==> config.mk <==
export PLATFORM = sky130hd
export DESIGN_NAME = ltr_regs
export DESIGN_NICKNAME = d
export VERILOG_FILES = /design/src/design/ltr_pkg.sv /design/src/design/ltr_conv_timer.sv /design/src/design/ltr_regs.sv
export SDC_FILE = /design/constraint.sdc
export NUM_CORES = 1
export LEC_CHECK = 0
export BUFFER_PORTS_ARGS = -buffer_cell sky130_fd_sc_hd__buf_2
export CELL_PAD_IN_SITES_DETAIL_PLACEMENT = 0
export CELL_PAD_IN_SITES_GLOBAL_PLACEMENT = 1
export CORE_ASPECT_RATIO = 1.2
export CORE_MARGIN = 5
export CORE_UTILIZATION = 39
export DETAILED_ROUTE_END_ITERATION = 8
export PLACE_DENSITY = 0.88
export SYNTH_ARGS = -nofsm -noshare
export SYNTH_HDL_FRONTEND = slang
export SYNTH_SLANG_ARGS = --single-unit
==> constraint.sdc <==
create_clock -name i_clk_sys -period 3.7 [get_ports i_clk_sys]
set_clock_uncertainty 0.2 [all_clocks]
set_input_delay 0.555 -clock i_clk_sys [delete_from_list [all_inputs] [get_ports i_clk_sys]]
set_output_delay 0.555 -clock i_clk_sys [all_outputs]
set_load 0.01 [all_outputs]
==> src/design/ltr_pkg.sv <==
// Constants for the temperature value registers and the diagnostic converter.
// Assumes an upstream serial-bus engine that turns bus frames into register strobes.
package ltr_pkg;

	////////////////////////////////////////////////////////////////////////////////
	// Register offsets
	localparam logic [7:0] ADDR_STATUS      = 8'h3A;
	localparam logic [7:0] ADDR_INT_TEMP    = 8'h3F;
	localparam logic [7:0] ADDR_EXT_TEMP    = 8'h40;
	localparam logic [7:0] ADDR_DIAG_CTRL   = 8'h41;
	localparam logic [7:0] ADDR_DIAG_RESULT = 8'h42;

	////////////////////////////////////////////////////////////////////////////////
	// Reset values
	localparam logic [7:0] RST_INT_TEMP    = 8'h19;
	localparam logic [7:0] RST_EXT_TEMP    = 8'h00;
	localparam logic [7:0] RST_DIAG_CTRL   = 8'h00;
	localparam logic [7:0] RST_DIAG_RESULT = 8'h00;

	////////////////////////////////////////////////////////////////////////////////
	// Diagnostic control fields
	localparam int BIT_FIRE    = 7;
	localparam int BIT_IRQ_EN  = 6;
	localparam int BIT_REPEAT  = 5;
	localparam int SEL_MSB     = 4;
	localparam int SEL_W       = 5;

	// Input select codes
	localparam logic [4:0] SEL_LED_FIRST = 5'h00;
	localparam logic [4:0] SEL_LED_LAST  = 5'h08;
	localparam logic [4:0] SEL_PUMP      = 5'h0F;
	localparam logic [4:0] SEL_BATTERY   = 5'h10;
	localparam logic [4:0] SEL_INT_PIN   = 5'h11;
	localparam int         N_LED         = 9;
	localparam int         N_ROUTE       = 12;
	localparam int         ROUTE_PUMP    = 9;
	localparam int         ROUTE_BATTERY = 10;
	localparam int         ROUTE_INT_PIN = 11;

	////////////////////////////////////////////////////////////////////////////////
	// Compensation range limits, two's complement degrees
	localparam logic [7:0] TEMP_MAX = 8'h59;
	localparam logic [7:0] TEMP_MIN = 8'hDA;

	////////////////////////////////////////////////////////////////////////////////
	// Timing
	localparam int CLK_PERIOD_NS     = 40;
	localparam int DIAG_CONV_TIME_NS = 2700000;
	// Least time: round up
	localparam int DIAG_CONV_CYCLES  =
		(DIAG_CONV_TIME_NS + CLK_PERIOD_NS - 1) / CLK_PERIOD_NS;

	////////////////////////////////////////////////////////////////////////////////
	// Converter sequencer states
	typedef enum logic [1:0] {
		ST_IDLE = 2'b00,
		ST_MEAS = 2'b01,
		ST_DONE = 2'b10
	} ltr_state_t;

endpackage : ltr_pkg

==> src/design/ltr_conv_timer.sv <==
// Measurement-period timer for the diagnostic converter.
// Assumes i_start is a one-cycle pulse from the sequencer in the same clock domain.
`timescale 1ns/1ps
module ltr_conv_timer #(
	parameter int P_CYCLES = 67500
) (
	input  wire logic i_clk_sys,
	input  wire logic i_resetn,
	input  wire logic i_start,
	output logic      o_busy,
	output logic      o_done
);

	localparam int         CW      = $clog2(P_CYCLES + 1);
	localparam logic [CW-1:0] LOAD = CW'(P_CYCLES);
	localparam logic [CW-1:0] ONE  = CW'(1);
	localparam logic [CW-1:0] ZERO = CW'(0);

	logic [CW-1:0] cnt_ff;
	logic [CW-1:0] nxt_cnt;
	logic          done_ff;
	logic          nxt_done;

	////////////////////////////////////////////////////////////////////////////////
	// Count down from the full period; done fires in the first cycle after busy ends
	assign nxt_cnt  = i_start ? LOAD : ((cnt_ff != ZERO) ? cnt_ff - ONE : ZERO);
	assign nxt_done = !i_start && (cnt_ff == ONE);

	always_ff @(posedge i_clk_sys) begin
		if (!i_resetn) begin
			cnt_ff  <= ZERO;
			done_ff <= 1'b0;
		end else begin
			cnt_ff  <= nxt_cnt;
			done_ff <= nxt_done;
		end
	end

	assign o_busy = (cnt_ff != ZERO);
	assign o_done = done_ff;

endmodule : ltr_conv_timer

==> src/design/ltr_regs.sv <==
// Temperature value registers and diagnostic voltage converter control.
// Assumes the serial-bus engine delivers one-cycle read/write strobes with address and data,
// and that the analog converter output is stable when the measurement period ends.
//
// Overview of operation
// Internal sensor temperature is read-only signed 8-bit, reset to 25 degrees.
// Written temperatures above 89 clamp to 89, below -38 clamp to -38.
// Host-writable signed external temperature register, reset to zero.
// Each write of one to fire bit starts one diagnostic conversion; fire writes made while one is already pending queue only one more.
// Every diagnostic conversion lasts a 2.7 ms measurement period.
// Completion interrupt raised only when its enable bit is one.
// Reading the status and interrupt register clears the completion interrupt.
// Repeat bit runs conversions back to back while fire bit is one.
// Repeated conversion halts while the device is in power-save mode; the code stays idle after it ends until a new fire write.
// Select codes zero to eight route LED outputs one to nine.
// Codes 0F, 10, 11 route pump output, battery, interrupt pin.
// Host must not program reserved select codes.
// Source select picks internal or external reading for compensation.
// Each finished conversion stores its 8-bit result, 30 mV per step.
// Reserved select code routes nothing; result undefined, nothing else affected.
`timescale 1ns/1ps
module ltr_regs #(
	parameter int P_CONV_CYCLES = ltr_pkg::DIAG_CONV_CYCLES
) (
	input  wire logic                       i_clk_sys,
	input  wire logic                       i_resetn,
	// Register strobes from the serial-bus engine
	input  wire logic [7:0]                 i_reg_addr,
	input  wire logic [7:0]                 i_reg_wdata,
	input  wire logic                       i_reg_wr,
	input  wire logic                       i_reg_rd,
	output logic      [7:0]                 o_reg_rdata,
	output logic                            o_reg_hit,
	// Internal temperature sensor
	input  wire logic [7:0]                 i_sensor_temp,
	input  wire logic                       i_sensor_valid,
	// Compensation source
	input  wire logic                       i_comp_source_select,
	output logic      [7:0]                 o_comp_temp,
	// Device mode
	input  wire logic                       i_power_save,
	// Diagnostic converter analog side
	output logic      [ltr_pkg::N_ROUTE-1:0] o_diag_route,
	output logic                            o_diag_conv_start,
	output logic                            o_diag_busy,
	input  wire logic [7:0]                 i_diag_adc_data,
	// Interrupt request toward the shared interrupt pin logic
	output logic                            o_diag_irq
);

	////////////////////////////////////////////////////////////////////////////////
	// Clamp to compensation range
	function automatic logic [7:0] clamp_temp(input logic [7:0] v);
		if ($signed(v) > $signed(ltr_pkg::TEMP_MAX)) begin
			clamp_temp = ltr_pkg::TEMP_MAX;
		end else if ($signed(v) < $signed(ltr_pkg::TEMP_MIN)) begin
			clamp_temp = ltr_pkg::TEMP_MIN;
		end else begin
			clamp_temp = v;
		end
	endfunction : clamp_temp

	////////////////////////////////////////////////////////////////////////////////
	// Declarations
	logic [7:0]           int_temp_ff;
	logic [7:0]           nxt_int_temp;
	logic [7:0]           ext_temp_ff;
	logic [7:0]           nxt_ext_temp;
	logic [7:0]           ctrl_ff;
	logic [7:0]           nxt_ctrl;
	logic [7:0]           result_ff;
	logic [7:0]           nxt_result;
	logic                 irq_ff;
	logic                 nxt_irq;
	logic                 pend_ff;
	logic                 nxt_pend;
	logic [7:0]           rdata_ff;
	logic [7:0]           nxt_rdata;
	ltr_pkg::ltr_state_t  state_ff;
	ltr_pkg::ltr_state_t  nxt_state;

	logic                 wr_ext;
	logic                 wr_ctrl;
	logic                 rd_status;
	logic                 hit;
	logic                 fire_wr;
	logic                 fire_bit;
	logic                 irq_en;
	logic                 repeat_conversion;
	logic [4:0]           diag_input_select;
	logic                 repeat_go;
	logic                 start_conv;
	logic                 timer_busy;
	logic                 timer_done;
	logic                 done_evt;

	////////////////////////////////////////////////////////////////////////////////
	// Address decode
	assign wr_ext    = i_reg_wr && (i_reg_addr == ltr_pkg::ADDR_EXT_TEMP);
	assign wr_ctrl   = i_reg_wr && (i_reg_addr == ltr_pkg::ADDR_DIAG_CTRL);
	assign rd_status = i_reg_rd && (i_reg_addr == ltr_pkg::ADDR_STATUS);
	assign hit       = (i_reg_addr == ltr_pkg::ADDR_INT_TEMP)
	                || (i_reg_addr == ltr_pkg::ADDR_EXT_TEMP)
	                || (i_reg_addr == ltr_pkg::ADDR_DIAG_CTRL)
	                || (i_reg_addr == ltr_pkg::ADDR_DIAG_RESULT);
	assign o_reg_hit = hit;

	// Control fields
	assign fire_bit          = ctrl_ff[ltr_pkg::BIT_FIRE];
	assign irq_en            = ctrl_ff[ltr_pkg::BIT_IRQ_EN];
	assign repeat_conversion = ctrl_ff[ltr_pkg::BIT_REPEAT];
	assign diag_input_select = ctrl_ff[ltr_pkg::SEL_MSB:0];
	assign fire_wr           = wr_ctrl && i_reg_wdata[ltr_pkg::BIT_FIRE];

	////////////////////////////////////////////////////////////////////////////////
	// Temperature registers
	// Sensor only writes this register; bus writes to it are ignored
	assign nxt_int_temp = i_sensor_valid ? clamp_temp(i_sensor_temp) : int_temp_ff;
	assign nxt_ext_temp = wr_ext ? clamp_temp(i_reg_wdata) : ext_temp_ff;
	assign o_comp_temp  = i_comp_source_select ? ext_temp_ff : int_temp_ff;

	always_ff @(posedge i_clk_sys) begin
		if (!i_resetn) begin
			int_temp_ff <= ltr_pkg::RST_INT_TEMP;
			ext_temp_ff <= ltr_pkg::RST_EXT_TEMP;
		end else begin
			int_temp_ff <= nxt_int_temp;
			ext_temp_ff <= nxt_ext_temp;
		end
	end

	////////////////////////////////////////////////////////////////////////////////
	// Control register
	assign nxt_ctrl = wr_ctrl ? i_reg_wdata : ctrl_ff;

	always_ff @(posedge i_clk_sys) begin
		if (!i_resetn) begin
			ctrl_ff <= ltr_pkg::RST_DIAG_CTRL;
		end else begin
			ctrl_ff <= nxt_ctrl;
		end
	end

	////////////////////////////////////////////////////////////////////////////////
	// Input routing, one-hot or all zero toward the analog mux
	genvar g;
	generate
		for (g = 0; g < ltr_pkg::N_LED; g++) begin : g_led_route
			assign o_diag_route[g] = (diag_input_select == (ltr_pkg::SEL_LED_FIRST
			                          + 5'(g)));
		end
	endgenerate
	// Reserved codes leave every route off
	assign o_diag_route[ltr_pkg::ROUTE_PUMP]    = (diag_input_select == ltr_pkg::SEL_PUMP);
	assign o_diag_route[ltr_pkg::ROUTE_BATTERY] =
		(diag_input_select == ltr_pkg::SEL_BATTERY);
	assign o_diag_route[ltr_pkg::ROUTE_INT_PIN] =
		(diag_input_select == ltr_pkg::SEL_INT_PIN);

	////////////////////////////////////////////////////////////////////////////////
	// Conversion sequencer
	// A fire write during a measurement is queued, not dropped
	assign repeat_go  = fire_bit && repeat_conversion && !i_power_save;
	assign done_evt   = (state_ff == ltr_pkg::ST_MEAS) && timer_done;

	always_comb begin
		nxt_state  = state_ff;
		start_conv = 1'b0;
		case (state_ff)
			ltr_pkg::ST_IDLE: begin
				if (fire_wr || pend_ff) begin
					start_conv = 1'b1;
					nxt_state  = ltr_pkg::ST_MEAS;
				end
			end
			ltr_pkg::ST_MEAS: begin
				if (timer_done) begin
					nxt_state = ltr_pkg::ST_DONE;
				end
			end
			ltr_pkg::ST_DONE: begin
				if (repeat_go || fire_wr || pend_ff) begin
					start_conv = 1'b1;
					nxt_state  = ltr_pkg::ST_MEAS;
				end else begin
					nxt_state = ltr_pkg::ST_IDLE;
				end
			end
			default: begin
				nxt_state = ltr_pkg::ST_IDLE;
			end
		endcase
	end

	assign nxt_pend = start_conv ? 1'b0 : (pend_ff || fire_wr);

	always_ff @(posedge i_clk_sys) begin
		if (!i_resetn) begin
			state_ff <= ltr_pkg::ST_IDLE;
			pend_ff  <= 1'b0;
		end else begin
			state_ff <= nxt_state;
			pend_ff  <= nxt_pend;
		end
	end

	ltr_conv_timer #(
		.P_CYCLES (P_CONV_CYCLES)
	) u_timer (
		.i_clk_sys (i_clk_sys),
		.i_resetn  (i_resetn),
		.i_start   (start_conv),
		.o_busy    (timer_busy),
		.o_done    (timer_done)
	);

	assign o_diag_conv_start = start_conv;
	assign o_diag_busy       = timer_busy;

	////////////////////////////////////////////////////////////////////////////////
	// Result capture at the end of the period
	assign nxt_result = done_evt ? i_diag_adc_data : result_ff;

	always_ff @(posedge i_clk_sys) begin
		if (!i_resetn) begin
			result_ff <= ltr_pkg::RST_DIAG_RESULT;
		end else begin
			result_ff <= nxt_result;
		end
	end

	////////////////////////////////////////////////////////////////////////////////
	// Completion interrupt; a new completion wins over a same-cycle clear
	assign nxt_irq = (done_evt && irq_en) ? 1'b1 : (rd_status ? 1'b0 : irq_ff);

	always_ff @(posedge i_clk_sys) begin
		if (!i_resetn) begin
			irq_ff <= 1'b0;
		end else begin
			irq_ff <= nxt_irq;
		end
	end

	assign o_diag_irq = irq_ff;

	////////////////////////////////////////////////////////////////////////////////
	// Read data, one cycle after the read strobe; unmapped reads give zero
	always_comb begin
		nxt_rdata = rdata_ff;
		if (i_reg_rd) begin
			case (i_reg_addr)
				ltr_pkg::ADDR_INT_TEMP:    nxt_rdata = int_temp_ff;
				ltr_pkg::ADDR_EXT_TEMP:    nxt_rdata = ext_temp_ff;
				ltr_pkg::ADDR_DIAG_CTRL:   nxt_rdata = ctrl_ff;
				ltr_pkg::ADDR_DIAG_RESULT: nxt_rdata = result_ff;
				default:                   nxt_rdata = 8'h00;
			endcase
		end
	end

	always_ff @(posedge i_clk_sys) begin
		if (!i_resetn) begin
			rdata_ff <= 8'h00;
		end else begin
			rdata_ff <= nxt_rdata;
		end
	end

	assign o_reg_rdata = rdata_ff;

endmodule : ltr_regs

## Word-level counts from Yosys, hierarchy flattened

Cells that the tools add are included.

- Register bits: 62
- Output and inout port bits: 32
- Word-level logic and storage cells: 80

- Add/subtract/negate cells: 1
- $lt $le $gt $ge: 4
- Equal/unequal tests: 21
- Multiplexer cells: 17
- Bitwise gates (word level): 2
- Reductions and logical operators: 24

Operator list:

| kind | number |
|---|---|
| $mux W8 | 5 |
| $mux W17 | 2 |
| $pmux W8 S4 | 1 |
| $eq A8 B7 Y1 const B | 3 |
| $eq A5 B3 Y1 const B | 4 |
| $eq A17 B1 Y1 const B | 1 |
| $reduce_bool A17 Y1 | 1 |
| $sub A17 B1 Y17 const B | 1 |
| $eq A8 B6 Y1 const B | 2 |
| $gt A8 B8 Y1 const B | 2 |
| $lt A8 B7 Y1 const B | 2 |
| $eq A5 B2 Y1 const B | 2 |
| $eq A5 B4 Y1 const B | 2 |
| $eq A5 B5 Y1 const B | 2 |
| $logic_and A1 B1 Y1 | 9 |
| $logic_or A1 B1 Y1 | 6 |
| $pmux W2 S3 | 1 |
| $eq A5 B1 Y1 const B | 1 |
| $logic_not A5 Y1 | 1 |
| $mux W1 | 5 |
| $mux W2 | 2 |
| $reduce_or A3 Y1 | 1 |
| $eq A2 B1 Y1 const B | 1 |
| $eq A2 B2 Y1 const B | 1 |
| other kinds (9) | 11 |

## Longest topological paths before layout

- Depth after elaboration: 9
- Mapped depth: 8
- Depth with buffers taken out: 7

## Hierarchy

From an unflattened synthesis, not the netlist that was laid out.

- Cell total of the unflattened synthesis: 357
- Area, all modules: 3086.7 um2

Modules (own cells, without submodules):

| module | times used | cells an instance | area an instance (um2) | sequential area each (um2) |
|---|---|---|---|---|
| ltr_regs | 1 | 264 | 2218.4 | 880.8 |
| ltr_conv_timer | 1 | 93 | 868.3 | 360.3 |

## Least setup slack after synthesis

OpenSTA, ideal clock, no wires.

- Kind: in2out
- From: input port i_reg_addr[2]
- To: output port o_diag_conv_start
- Arrival time: 2.259 ns
- Path slack: 0.686 ns
- Cell stages on the path: 6
- Path buffers: 2
- Path through: or4_1 or4_1 a21o_1 buf_2 inv_2 buf_2

- Cells in the longest elaborated chain, start to end: 7
- Elaborated cells between the ends (all ways): 9
- Classes of those cells: 1 x eq/ne; 3 x mux; 5 x reduce/logical

RTL lines:

| what | line | text |
|---|---|---|
| start, declared | ltr_regs.sv:28 | `input wire logic [7:0] i_reg_addr,` |
| $eq A8 B7 Y1 * | ltr_regs.sv:100 | `assign wr_ctrl = i_reg_wr && (i_reg_addr == ltr_pkg::ADDR_DIAG_CTRL);` |
| $logic_and A1 B1 Y1 * | ltr_regs.sv:100 |  |
| $logic_and A1 B1 Y1 * | ltr_regs.sv:113 | `assign fire_wr = wr_ctrl && i_reg_wdata[ltr_pkg::BIT_FIRE];` |
| $logic_or A1 B1 Y1 (2 in series) | ltr_regs.sv:182 | `if (repeat_go \|\| fire_wr \|\| pend_ff) begin` |
| $mux W1 | ltr_regs.sv:182 |  |
| $pmux W1 S2 * | ltr_regs.sv:169 | `case (state_ff)` |
| end, declared | ltr_regs.sv:44 | `output logic o_diag_conv_start,` |

Every way passes the cells marked *; elsewhere a longest branch is shown, timed or not.

## Worst setup path after layout

Same ends and word-level chain as after synthesis.

==> results.sh <==
export IMPL_outcome="finished, final reports clean"
export IMPL_synth_main_ff_cell="dfxtp_1"
export IMPL_fp_dieH_um=107
export IMPL_grt_max_degree=32
export IMPL_dieArea_um2=9710
export IMPL_max_freq_ghz=0.312
export IMPL_grt_ovfl_total=0
export IMPL_synth_edf_count=0
export IMPL_worstPathArrival_ns=2.45
export IMPL_p_leak_nw=1.51
export IMPL_synth_top_area_frac=0.406
export IMPL_clock_latency_ns=0.32
export IMPL_routedWlPerCell_um=15.4
export IMPL_synth_distinct_cells=51
export IMPL_cts_clk_slew_worst_paths_ns=0.06
export IMPL_ant_nets=0
export IMPL_fin_area_um2=3630
export IMPL_synthCells=363
export IMPL_row_count=35
export IMPL_synth_fp_nets=407
export IMPL_slew_violations=0
export IMPL_cts_hold_buf=0
export IMPL_min_path_type="reg2reg"
export IMPL_nNetsFinal=472
export IMPL_hold_depth=2
export IMPL_synth_seq_cells=62
export IMPL_cts_inserted_buffers=9
export IMPL_endpoint_kind="output port"
export IMPL_postCtsSetupBuffers=0
export IMPL_ff2ff_path_depth=4
export IMPL_power_density_nw_per_um2=553
export IMPL_grt_pass1_vias=2718
export IMPL_worstSetupStartpointType="input port"
export IMPL_place_gp_congestion=0.811
export IMPL_met1_usage=0.216
export IMPL_diodes=0
export IMPL_critical_path_peak_fanout=10
export IMPL_clock_sinks=62
export IMPL_clock_path_buffers=2
export IMPL_die_w_um=90.8
export IMPL_root_buffer="clkbuf_8"
export IMPL_ir_drop_v=0.000590
export IMPL_syn_area_um2=3060
export IMPL_placed_cells=509
export IMPL_track_usage=0.165
export IMPL_area_delta_synth_final_pct=18.7
export IMPL_busiest_layer="met2"
export IMPL_use_met2=0.271
export IMPL_io_pins=71
export IMPL_final_cell_mix="buf_2, dfxtp_1, nand2_1"
export IMPL_initial_utilization=0.399
export IMPL_drt_wl_total_um=8050
export IMPL_core_area_um2=7660
export IMPL_drc=0
export IMPL_rsz0062_at_grt="false"
export IMPL_first_pass_iters=4
export IMPL_mostFrequentLayoutCell="buf_2"
export IMPL_via_per_inst=5.49
export IMPL_period_share=0.867
export IMPL_crit_required_ns=2.94
export IMPL_fillers=737
export IMPL_maxCapViolCount=0
export IMPL_crit_type="in2out"
export IMPL_dpl_hpwl_um=6050
export IMPL_final_util=0.473
export IMPL_post_cts_resized=0
export IMPL_grt_met3_usage=0.0281
export IMPL_grt_pass1_wl_um=13200
export IMPL_final_cell_count_no_fill=523
export IMPL_worst_pin_slew_ns=0.566
export IMPL_ys_seq_area_frac=0.406
export IMPL_setup_viol=0
export IMPL_synth_top_area_cell="dfxtp_1"
export IMPL_slew_headroom=0.622
export IMPL_htreeDepth=3
export IMPL_layout_drive_gt1_share=0.246
export IMPL_io_buffers=70
export IMPL_fin_tns_setup_ns=0
export IMPL_async_flop_share=0
export IMPL_netlist_top_cells_area="dfxtp_1, mux2i_1, nand2_1"
export IMPL_placed_area_um2=3470
export IMPL_synth_avg_cell_area_um2=8.42
export IMPL_finalCriticalPeriod_ns=3.21
export IMPL_via_count=2872
export IMPL_hold_viol=0
export IMPL_antenna_found_initial=0
export IMPL_drt_initial_drc_count=173
export IMPL_synth_warnings=0
export IMPL_cts_tree="done"
-- per-stage QoR --
| stage | worst slack (ns) | hold WS (ns) | power [mW] |
|---|---|---|---|
| final | 0.493 | 0.245 | 2.00 |
| after global placement | 0.521 | 0.229 | 1.50 |
| after global routing | 0.397 | 0.273 | 2.14 |
| after floorplan | 0.686 | 0.220 | 1.37 |
| after detailed placement | 0.512 | 0.238 | 1.51 |
| after CTS | 0.483 | 0.247 | 2.01 |
-- power breakdown --
part	switching [mW]	total, mW	internal (mW)
combinational	0.379	0.670	0.291
clock	0.242	0.494	0.252
sequential	0.0888	0.841	0.752
-- cells by family after synthesis --
kind of cell,share of synthesized area
buffers and inverters,0.0418
XOR/XNOR,0.0201
multiplexers,0.0782
AO/OA/AOI/OAI,0.201
flip-flops,0.406
adder cells (fa/ha/maj),0.0205
AND/OR/NAND/NOR,0.232
-- critical path: stages --
cell,delay [ns]
buf_2,0.12
or4_1,0.59
or4_1,0.61
a21o_1,0.35
inv_2,0.10
buf_2,0.13
-- layer usage --
| layer | vias up | part of all wire |
|---|---|---|
| li1 | 1443 | - |
| met1 | 1345 | 0.45 |
| met2 | 73 | 0.48 |
| met3 | 11 | 0.056 |
| met4 | 0 | 0.016 |
| met5 | - | 0 |
-- cell type report --
class | instances | area, µm² | share of cell area
tap | 92 | 115 | 0.0317
timing repair buffer | 74 | 380 | 0.105
clock buffer | 12 | 145 | 0.0400
inverter | 13 | 48.8 | 0.0135
clock inverter | 2 | 10.0 | 0.00276
sequential | 62 | 1240 | 0.342
multi-input combinational | 268 | 1690 | 0.465
-- Yosys cell counts, types with 2 or more instances --
cell type / number
a211oi_1: 5
a21oi_1: 21
a22oi_1: 8
a31oi_1: 2
buf_2: 3
clkbuf_1: 16
dfxtp_1: 62
ha_1: 5
inv_1: 11
mux2_2: 7
mux2i_1: 16
nand2_1: 41
nand2b_1: 9
nand3_1: 3
nand3b_1: 2
nor2_1: 29
nor2b_1: 2
nor3_1: 18
nor4_1: 6
o211a_1: 2
o211ai_1: 2
o21a_1: 4
o21ai_0: 25
o22ai_1: 7
o2bb2ai_1: 8
o32a_1: 2
o41ai_1: 3
or2_2: 6
or3_1: 5
or3b_2: 2
or4_1: 5
or4b_1: 2
xnor2_1: 5
xor2_1: 2
-- sequential cells by signal, indices dropped and copies added, names as in the netlist --
signal / flops
ctrl_ff: 8
pend_ff: 1
o_diag_irq: 1
ext_temp_ff: 8
o_reg_rdata: 8
result_ff: 8
u_timer.cnt_ff: 17
int_temp_ff: 8
state_ff: 2
u_timer.o_done: 1
-- final timing paths --
kind	start	endpoint	slack, ns
max	i_reg_addr[2]	o_diag_conv_start	0.49
min	pend_ff	pend_ff	0.25
min reg2reg	pend_ff	pend_ff	0.25
max reg2reg	u_timer.cnt_ff[5]	u_timer.cnt_ff[16]	1.04
Note: power is estimated with default switching activity, not from simulation.
